==> src/tuning_csr_pkg.sv <==
// Constants for the per-port tuning register bank of a three-port switch.
// Assumes 32-bit registers at word-aligned byte offsets in config space.
package tuning_csr_pkg;

    // Register byte offsets
    localparam logic [7:0] OFS_LINK3 = 8'h80;
    localparam logic [7:0] OFS_LINK4 = 8'h84;
    localparam logic [7:0] OFS_LINK5 = 8'h88;
    localparam logic [7:0] OFS_TLCTL = 8'h8C;
    localparam logic [7:0] OFS_PHY3 = 8'h90;

    // Reset values; port-dependent bits are added by the bank
    localparam logic [31:0] RST_LINK3 = 32'h000F0000;
    localparam logic [31:0] RST_LINK4 = 32'h00000000;
    localparam logic [31:0] RST_LINK5 = 32'h33083333;
    localparam logic [31:0] RST_TLCTL = 32'h00791094;
    localparam logic [31:0] RST_PHY3 = 32'h00008000;
    localparam logic [31:0] UP_LINK5_SET = 32'h40000000;
    localparam logic [31:0] UP_TLCTL_SET = 32'h00000800;

    // Bits that software may write
    localparam logic [31:0] SW_LINK3 = 32'hFFFFFFFF;
    localparam logic [31:0] SW_LINK5 = 32'hC0000000;
    localparam logic [31:0] SW_TLCTL = 32'h00000060;

    // Implemented (non-reserved) bits; reserved bits read as zero
    localparam logic [31:0] IMPL_TLCTL = 32'hBFFF1FFF;
    localparam logic [31:0] IMPL_PHY3 = 32'hFFFF807F;
    // Bits the serial management paths may not override
    localparam logic [31:0] SER_DENY_TLCTL = 32'h00000040;

    // Field positions
    localparam int LINK5_CFG_KEEP = 11;
    localparam int LINK5_RATE_CTL = 30;
    localparam int LINK5_GEN1_ONLY = 31;
    localparam int TL_MW_PASS_OFF = 5;
    localparam int TL_RO_RULE_OFF = 6;
    localparam int TL_CNT_LO = 8;
    localparam int TL_CNT_HI = 9;
    localparam int TL_PORT_OFF = 10;
    localparam int TL_RST_SEL = 11;
    localparam int TL_RETRAIN_OFF = 16;
    localparam int PHY3_LANE_HI = 6;
    localparam int PHY3_DELTA_LO = 15;

    // Port count and the index of the upstream port
    localparam int NUM_PORTS = 3;
    localparam int UP_PORT = 0;

    // Source of a default override
    typedef enum logic [1:0] {SRC_SMBUS, SRC_I2C, SRC_EEPROM} ovr_src_e;

endpackage

==> src/tuning_port_bank.sv <==
// One port's copy of the five tuning registers.
// Assumes writes arrive already decoded to this port, on clk_sys.
`timescale 1ns/100ps
module tuning_port_bank #(
    parameter bit UPSTREAM = 1'b0
) (
    // Clock and reset
    input wire logic clk_sys,
    input wire logic nrst,
    // Software write
    input wire logic sw_wr,
    input wire logic [7:0] sw_addr,
    input wire logic [3:0] sw_be,
    input wire logic [31:0] sw_wdata,
    // Default override write
    input wire logic ovr_wr,
    input wire tuning_csr_pkg::ovr_src_e ovr_src,
    input wire logic [7:0] ovr_addr,
    input wire logic [31:0] ovr_wdata,
    // Stored words
    output logic [31:0] link3,
    output logic [31:0] link4,
    output logic [31:0] link5,
    output logic [31:0] tlctl,
    output logic [31:0] phy3
);
    import tuning_csr_pkg::*;

    // Port-specific reset values
    localparam logic [31:0] RST5 = UPSTREAM ? (RST_LINK5 | UP_LINK5_SET)
                                            : RST_LINK5;
    localparam logic [31:0] RSTT = UPSTREAM ? (RST_TLCTL | UP_TLCTL_SET)
                                            : RST_TLCTL;

    // Merge new data into old under a bit mask
    function automatic logic [31:0] merge(input logic [31:0] old_v,
        input logic [31:0] new_v, input logic [31:0] msk);
        merge = (old_v & ~msk) | (new_v & msk);
    endfunction

    // Expand byte enables to a bit mask
    function automatic logic [31:0] be_mask(input logic [3:0] be);
        be_mask = {{8{be[3]}}, {8{be[2]}}, {8{be[1]}}, {8{be[0]}}};
    endfunction

    // Serial paths cannot touch the relaxed-ordering bit
    wire logic ser_src = (ovr_src != SRC_EEPROM);
    wire logic [31:0] ovr_tl_mask = ser_src ? (IMPL_TLCTL & ~SER_DENY_TLCTL)
                                            : IMPL_TLCTL;
    wire logic [31:0] swm = be_mask(sw_be);

    // Per-register write strobes
    wire logic o3 = ovr_wr && (ovr_addr == OFS_LINK3);
    wire logic o4 = ovr_wr && (ovr_addr == OFS_LINK4);
    wire logic o5 = ovr_wr && (ovr_addr == OFS_LINK5);
    wire logic ot = ovr_wr && (ovr_addr == OFS_TLCTL);
    wire logic op = ovr_wr && (ovr_addr == OFS_PHY3);
    wire logic s3 = sw_wr && (sw_addr == OFS_LINK3);
    wire logic s5 = sw_wr && (sw_addr == OFS_LINK5);
    wire logic st = sw_wr && (sw_addr == OFS_TLCTL);

    // Storage; an override wins over a software write in the same cycle
    always_ff @(posedge clk_sys or negedge nrst)
    begin
        if (!nrst)
        begin
            link3 <= RST_LINK3;
            link4 <= RST_LINK4;
            link5 <= RST5;
            tlctl <= RSTT;
            phy3 <= RST_PHY3;
        end
        else
        begin
            // Override paths replace defaults of every field, except the relaxed-ordering bit from serial sources
            if (o3) link3 <= ovr_wdata;
            else if (s3) link3 <= merge(link3, sw_wdata, SW_LINK3 & swm);
            if (o4) link4 <= ovr_wdata;
            if (o5) link5 <= ovr_wdata;
            else if (s5) link5 <= merge(link5, sw_wdata, SW_LINK5 & swm);
            // Reserved bits are never stored, so their content is kept
            if (ot) tlctl <= merge(tlctl, ovr_wdata, ovr_tl_mask);
            else if (st) tlctl <= merge(tlctl, sw_wdata, SW_TLCTL & swm);
            if (op) phy3 <= ovr_wdata & IMPL_PHY3;
        end
    end
endmodule

==> src/switch_port_tuning_csrs.sv <==
// Tuning register banks for all three switch ports, their read port,
// and the decoded controls they drive.
// Assumes config accesses and override writes arrive on clk_sys,
// and that the link-down level comes from logic on the same clock.
// Each port keeps a full copy of every word; fields set by the
// upstream port alone are taken from port 0's copy and nowhere else.
// Override writes come from a management master that runs on clk_sys.
`timescale 1ns/100ps
module switch_port_tuning_csrs (
    // Clock and reset
    input wire logic clk_sys,
    input wire logic nrst,
    // Config space access
    input wire logic [1:0] cfg_port,
    input wire logic [7:0] cfg_addr,
    input wire logic cfg_wr,
    input wire logic cfg_rd,
    input wire logic [3:0] cfg_be,
    input wire logic [31:0] cfg_wdata,
    output logic [31:0] cfg_rdata,
    output logic cfg_rvalid,
    // Default override from SMBus, I2C or EEPROM autoload
    input wire logic ovr_wr,
    input wire tuning_csr_pkg::ovr_src_e ovr_src,
    input wire logic [1:0] ovr_port,
    input wire logic [7:0] ovr_addr,
    input wire logic [31:0] ovr_wdata,
    // Upstream link state
    input wire logic up_link_down,
    output logic cfg_reset_req,
    // Per-port controls
    output logic [2:0] port_disabled,
    output logic [2:0] rate_change_control,
    output logic [2:0] first_gen_only,
    output logic [5:0] rate_change_attempt_count,
    output logic [20:0] lane_mode,
    // Global controls from the upstream copy
    output logic keep_cfg_on_link_down,
    output logic up_reset_select,
    output logic relaxed_order_off,
    output logic memory_write_passing_off,
    output logic phy_retrain_off,
    output logic [16:0] phy_delta_value
);
    import tuning_csr_pkg::*;

    // Stored words of each port
    // The banks hold the flops; these arrays only name their outputs
    logic [31:0] w3 [NUM_PORTS];
    logic [31:0] w4 [NUM_PORTS];
    logic [31:0] w5 [NUM_PORTS];
    logic [31:0] wt [NUM_PORTS];
    logic [31:0] wp [NUM_PORTS];

    // Read data and control state
    logic [31:0] rdata_d;
    logic [31:0] rdata_q;
    logic rvalid_q;
    logic link_down_q;
    logic reset_req_q;
    // Registered per-port controls: disable, rate change, first gen
    localparam int NUM_CTL = 3;
    logic [NUM_PORTS-1:0] ctl_q [NUM_CTL];

    // One bank per port, upstream first
    // The upstream bank differs only in its port-dependent reset values
    for (genvar i = 0; i < NUM_PORTS; i++)
    begin : g_bank
        tuning_port_bank #(
            .UPSTREAM(i == UP_PORT)
        ) u_bank (
            .clk_sys(clk_sys),
            .nrst(nrst),
            .sw_wr(cfg_wr && (cfg_port == 2'(i))),
            .sw_addr(cfg_addr),
            .sw_be(cfg_be),
            .sw_wdata(cfg_wdata),
            .ovr_wr(ovr_wr && (ovr_port == 2'(i))),
            .ovr_src(ovr_src),
            .ovr_addr(ovr_addr),
            .ovr_wdata(ovr_wdata),
            .link3(w3[i]),
            .link4(w4[i]),
            .link5(w5[i]),
            .tlctl(wt[i]),
            .phy3(wp[i])
        );
    end

    // Read selection; unmapped offsets and ports read zero
    wire logic port_ok = (cfg_port < 2'(NUM_PORTS));
    wire logic [1:0] rp = port_ok ? cfg_port : 2'h0;
    // Absent port is steered to index 0 so the arrays are never overrun
    always_comb
    begin
        rdata_d = 32'h00000000;
        if (port_ok)
        begin
            unique case (cfg_addr)
                OFS_LINK3: rdata_d = w3[rp];
                OFS_LINK4: rdata_d = w4[rp];
                OFS_LINK5: rdata_d = w5[rp];
                // Reserved bits are masked again on the way out
                OFS_TLCTL: rdata_d = wt[rp] & IMPL_TLCTL;
                OFS_PHY3: rdata_d = wp[rp] & IMPL_PHY3;
                default: rdata_d = 32'h00000000;
            endcase
        end
    end

    // Read data is registered; valid one cycle after the request
    // Data holds between reads, so a slow master may collect it late
    always_ff @(posedge clk_sys or negedge nrst)
    begin
        if (!nrst)
        begin
            rdata_q <= 32'h00000000;
            rvalid_q <= 1'b0;
        end
        else
        begin
            // Valid follows every read strobe; data moves only on a read
            rvalid_q <= cfg_rd;
            if (cfg_rd) rdata_q <= rdata_d;
        end
    end
    assign cfg_rdata = rdata_q;
    assign cfg_rvalid = rvalid_q;

    // Global link-down policy from the upstream copy
    wire logic keep_cfg = w5[UP_PORT][LINK5_CFG_KEEP];
    wire logic link_down_rise = up_link_down && !link_down_q;

    // Request a config reset on upstream link down unless told to keep
    // Only the rising edge counts: a link that stays down asks once,
    // and a second loss needs the link to come back up first
    always_ff @(posedge clk_sys or negedge nrst)
    begin
        if (!nrst)
        begin
            link_down_q <= 1'b0;
            reset_req_q <= 1'b0;
        end
        else
        begin
            // Last level, to find the rising edge of a loss
            link_down_q <= up_link_down;
            reset_req_q <= link_down_rise && !keep_cfg;
        end
    end
    assign cfg_reset_req = reset_req_q;

    // Per-port decoded controls, gathered for registering
    // Port disable from the control word, rate bits from link word five
    // These feed the registered outputs below, one bit per port
    logic [NUM_PORTS-1:0] dis_w;
    logic [NUM_PORTS-1:0] rate_w;
    logic [NUM_PORTS-1:0] gen1_w;
    always_comb
    begin
        for (int i = 0; i < NUM_PORTS; i++)
        begin
            dis_w[i] = wt[i][TL_PORT_OFF];
            rate_w[i] = w5[i][LINK5_RATE_CTL];
            gen1_w[i] = w5[i][LINK5_GEN1_ONLY];
        end
    end

    // Control outputs come from flip-flops
    // One cycle of lag after a write; consumers see a glitch-free level
    always_ff @(posedge clk_sys or negedge nrst)
    begin
        if (!nrst)
        begin
            // Every registered per-port control is off while in reset
            for (int k = 0; k < NUM_CTL; k++) ctl_q[k] <= '0;
        end
        else
        begin
            ctl_q[0] <= dis_w;
            ctl_q[1] <= rate_w;
            ctl_q[2] <= gen1_w;
        end
    end
    assign port_disabled = ctl_q[0];
    assign rate_change_control = ctl_q[1];
    assign first_gen_only = ctl_q[2];

    // Attempt count and lane mode are per-port fields
    // Each port's slice is read straight from that port's own copy
    for (genvar j = 0; j < NUM_PORTS; j++)
    begin : g_lane
        assign rate_change_attempt_count[2*j +: 2] =
            wt[j][TL_CNT_HI:TL_CNT_LO];
        assign lane_mode[7*j +: 7] = wp[j][PHY3_LANE_HI:0];
    end

    // Global fields come only from the upstream copy
    // Downstream copies of these bits are stored and read back, but
    // they steer nothing in the switch
    assign keep_cfg_on_link_down = keep_cfg;
    assign up_reset_select = wt[UP_PORT][TL_RST_SEL];
    assign relaxed_order_off = wt[UP_PORT][TL_RO_RULE_OFF];
    assign memory_write_passing_off = wt[UP_PORT][TL_MW_PASS_OFF];
    assign phy_retrain_off = wt[UP_PORT][TL_RETRAIN_OFF];
    assign phy_delta_value = wp[UP_PORT][31:PHY3_DELTA_LO];
endmodule

==> config.mk <==
export PLATFORM = sky130hd
export DESIGN_NAME = switch_port_tuning_csrs
export DESIGN_NICKNAME = d
export VERILOG_FILES = /design/src/tuning_csr_pkg.sv /design/src/tuning_port_bank.sv /design/src/switch_port_tuning_csrs.sv
export SDC_FILE = /design/constraint.sdc
export NUM_CORES = 1
export LEC_CHECK = 0
export ABC_AREA = 1
export BUFFER_PORTS_ARGS = -buffer_cell sky130_fd_sc_hd__buf_4
export CORE_AREA = 2 2 250 252
export CTS_CLUSTER_DIAMETER = 40
export CTS_CLUSTER_SIZE = 25
export DETAILED_ROUTE_END_ITERATION = 8
export DIE_AREA = 0 0 252 254
export GPL_TIMING_DRIVEN = 0
export PLACE_DENSITY = 0.69
export RECOVER_POWER = 25
export SYNTH_ARGS = -nofsm -noshare
export SYNTH_HDL_FRONTEND = slang
export SYNTH_HIERARCHICAL = 1
export SYNTH_SLANG_ARGS = --single-unit
==> constraint.sdc <==
create_clock -name clk_sys -period 2.2 [get_ports clk_sys]
set_input_delay 0.11 -clock clk_sys [delete_from_list [all_inputs] [get_ports clk_sys]]
set_output_delay 0.11 -clock clk_sys [all_outputs]
set_load 0.01 [all_outputs]
==> impl_metrics.toml <==
[detailed_routing]
dr_wl_met3_um = 15600
wl_met2_um = 47000
wirelength_um = 112000
vias = 26600
dr.first_iter.drc_count = 3478
postRouteAntennaNets = 0
wl_met1_um = 41200
dr.pass1.iters = 6
routed.top_layer = "met5"
post-route-drc-count = 0
viasPerCell = 5.72
wire_per_inst_um = 24.1

[placed_design]
placed_cell_area_mm2 = 0.0284
dpl.hpwl_um = 78600
pre_cts_ws_ps = -498
dpl.cell_count = 4392
gp_congestion = 0.985
portBuffers = 182

[logic_synthesis]
syn_nets = 3512
ys.warnings.count = 6
syn-cell-area_mm2 = 0.0259
avgSynthCellArea_um2 = 7.58
synth_cells = 3416

[global_route]
grt.total_usage_pct = 34.8
antenna_found_initial = 3
grt_max_degree = 120
grt_pass1_wl_um = 163000
grt.overflow.total = 0
grt_pass1_vias = 25200

[clock_tree]
htreeDepth = 3
ctsLongestPathBuffers = 3
cts_root_buffer = "clkbuf_16"
cts_tree = "yes"
cts_made_buffers = 77
clkSinkCount = 488
clk_latency_ps = 650
clkSlewWorstSetupHoldPaths_ps = 60

[worst_setup_path]
cp.arrival_ps = 2790
crit_top_cell = "nand2_1"
critPathMaxFanout = 10
max_stage_delay_ps = 790
cp-start-kind = "primary input"
crit_slowest_cell = "buf_1"
timing.critical_path.buf_inv = 4
path_cells = "dlygate4sd3_1 -> clkbuf_1 -> nand2_1 -> inv_1 -> buf_1 -> nand2_1 -> nand2_1"
crit_required_ps = 2780
crit_family = "buffers and inverters"
critPathKind = "in2reg"
endpoint_kind = "flop"

[timing]
hold_viol = 0
rsz0062_at_grt = "false"
finalMaxSlewViolations = 0
finalSetupViolations = 1
timing.hold.ws_ps = 0.823
totalNegativeSetupSlack_ps = -7.74
fmax_mhz = 453
worst_slew_pin_slew_ps = 1370
worst_slack_ps = -7.74
fin_crit_sh_pct = 100
clock_skew_ps = 30.7
fin_crit_ps = 2210
max-slew-margin-rel_pct = 8.40

[layout]
area_growth_pct = 24.5
final_area_mm2 = 0.0323
nNetsFinal = 3887
fillers = 5928
final_cell_count_no_fill = 4647
post-route-util_pct = 52.7
drive_gt1_share_pct = 19.3

[min_path]
hold_class = "in2reg"

[outcome]
status = "finished, violations left"
violations = "negative setup slack"

[die]
row_count = 91
die_w_um = 252
initial_core_util_pct = 42.3
core_area_mm2 = 0.0613
io-pin-count = 188
dieHeight_um = 254
die_area_mm2 = 0.0640

[pwr]
fin_total_pwr_mw = 24.4
leakage_nw = 16.6
ir_drop_mv = 0.513
powerDensity_mw_per_mm2 = 757

[run]
drv_cap = 0
[power by group]
group          internal [mW]  switching [mW]
Clock                   8.18            5.00
Sequential              9.14          0.0897
Combinational          0.634            1.39
[path summary, 6_finish.rpt]
kind	startpoint	end	slack [ps]	cells after the start
worst min register to register	link_down_q$_DFF_PN0_	cfg_reset_req$_DFF_PN0_	390	1
worst max-delay path	cfg_rd	cfg_rdata[16]$_DFFE_PN0P_	-8	7
max in group asynchronous	nrst	g_bank[1].u_bank/tlctl[11]$_DFFE_PN0P_	460	3
worst min-delay path	ovr_addr[5]	flop	0.8	6
min in group asynchronous	nrst	g_bank[2].u_bank/link5[23]$_DFFE_PN0P_	20	2
worst max register to register	flop	cfg_rdata[23]$_DFFE_PN0P_	680	8
[repair_timing]
| action | in CTS | in global routing |
|---|---|---|
| endpoints found under the setup margin | 0 | 10 |
| hold endpoints to repair | 566 | 0 |
| hold buffers | 109 | 0 |
| buffers inserted | 0 | 1 |
| gates resized for setup | 0 | 3 |
[routing by layer]
metal / vias to the layer above / global-route usage, %
met3: 455 / 12.0
li1: 11700 / -
met1: 12500 / 43.7
met4: 4 / 21.9
met5: - / 0
met2: 1870 / 51.2
[worst min-delay path, delay by kind of cell]
kind                   cells  cell delay (ps)
AND/OR/NAND/NOR            3              270
buffers and inverters      2              150
AO/OA/AOI/OAI              1               60
[area by class of cell]
class                   instances  area (µm²)  area share, %
inverters                     247         945           2.93
clock buffers                  95        2150           6.66
plain buffers                 196        1250           3.89
clock inverters                49         638           1.98
multi-input cells            2485       11400           35.4
well taps                     790         988           3.06
diodes                          1        2.50        0.00776
flip-flops and latches        488       12300           38.2
repair buffers                296        2560           7.93
[layout by cell type, fill, tap and decap left out, types with 4 or more instances in the layout]
master and instances:
a21oi_1 6, nand2_4 7, bufinv_16 9, clkbuf_1 45, dlygate4sd3_1 109, clkbuf_16 81, nor2_1 117, o21ai_1 217
nor2_2 16, nand3_1 556, or2_2 53, buf_4 212, or2_1 56, o21ai_2 54, o21ai_0 96, o211ai_1 11
buf_1 9, clkinvlp_4 10, clkbuf_8 7, nor2_4 4, dfrtp_1 405, nand2_2 25, clkinv_4 7, clkinv_8 4
inv_2 13, nor3_2 4, o21bai_1 8, dfstp_2 82, nor3_1 10, inv_1 228, nand4_1 4, nand2_1 1228
inv_6 17, buf_6 40, buf_2 75
Note: power is estimated with default switching activity, not from simulation.
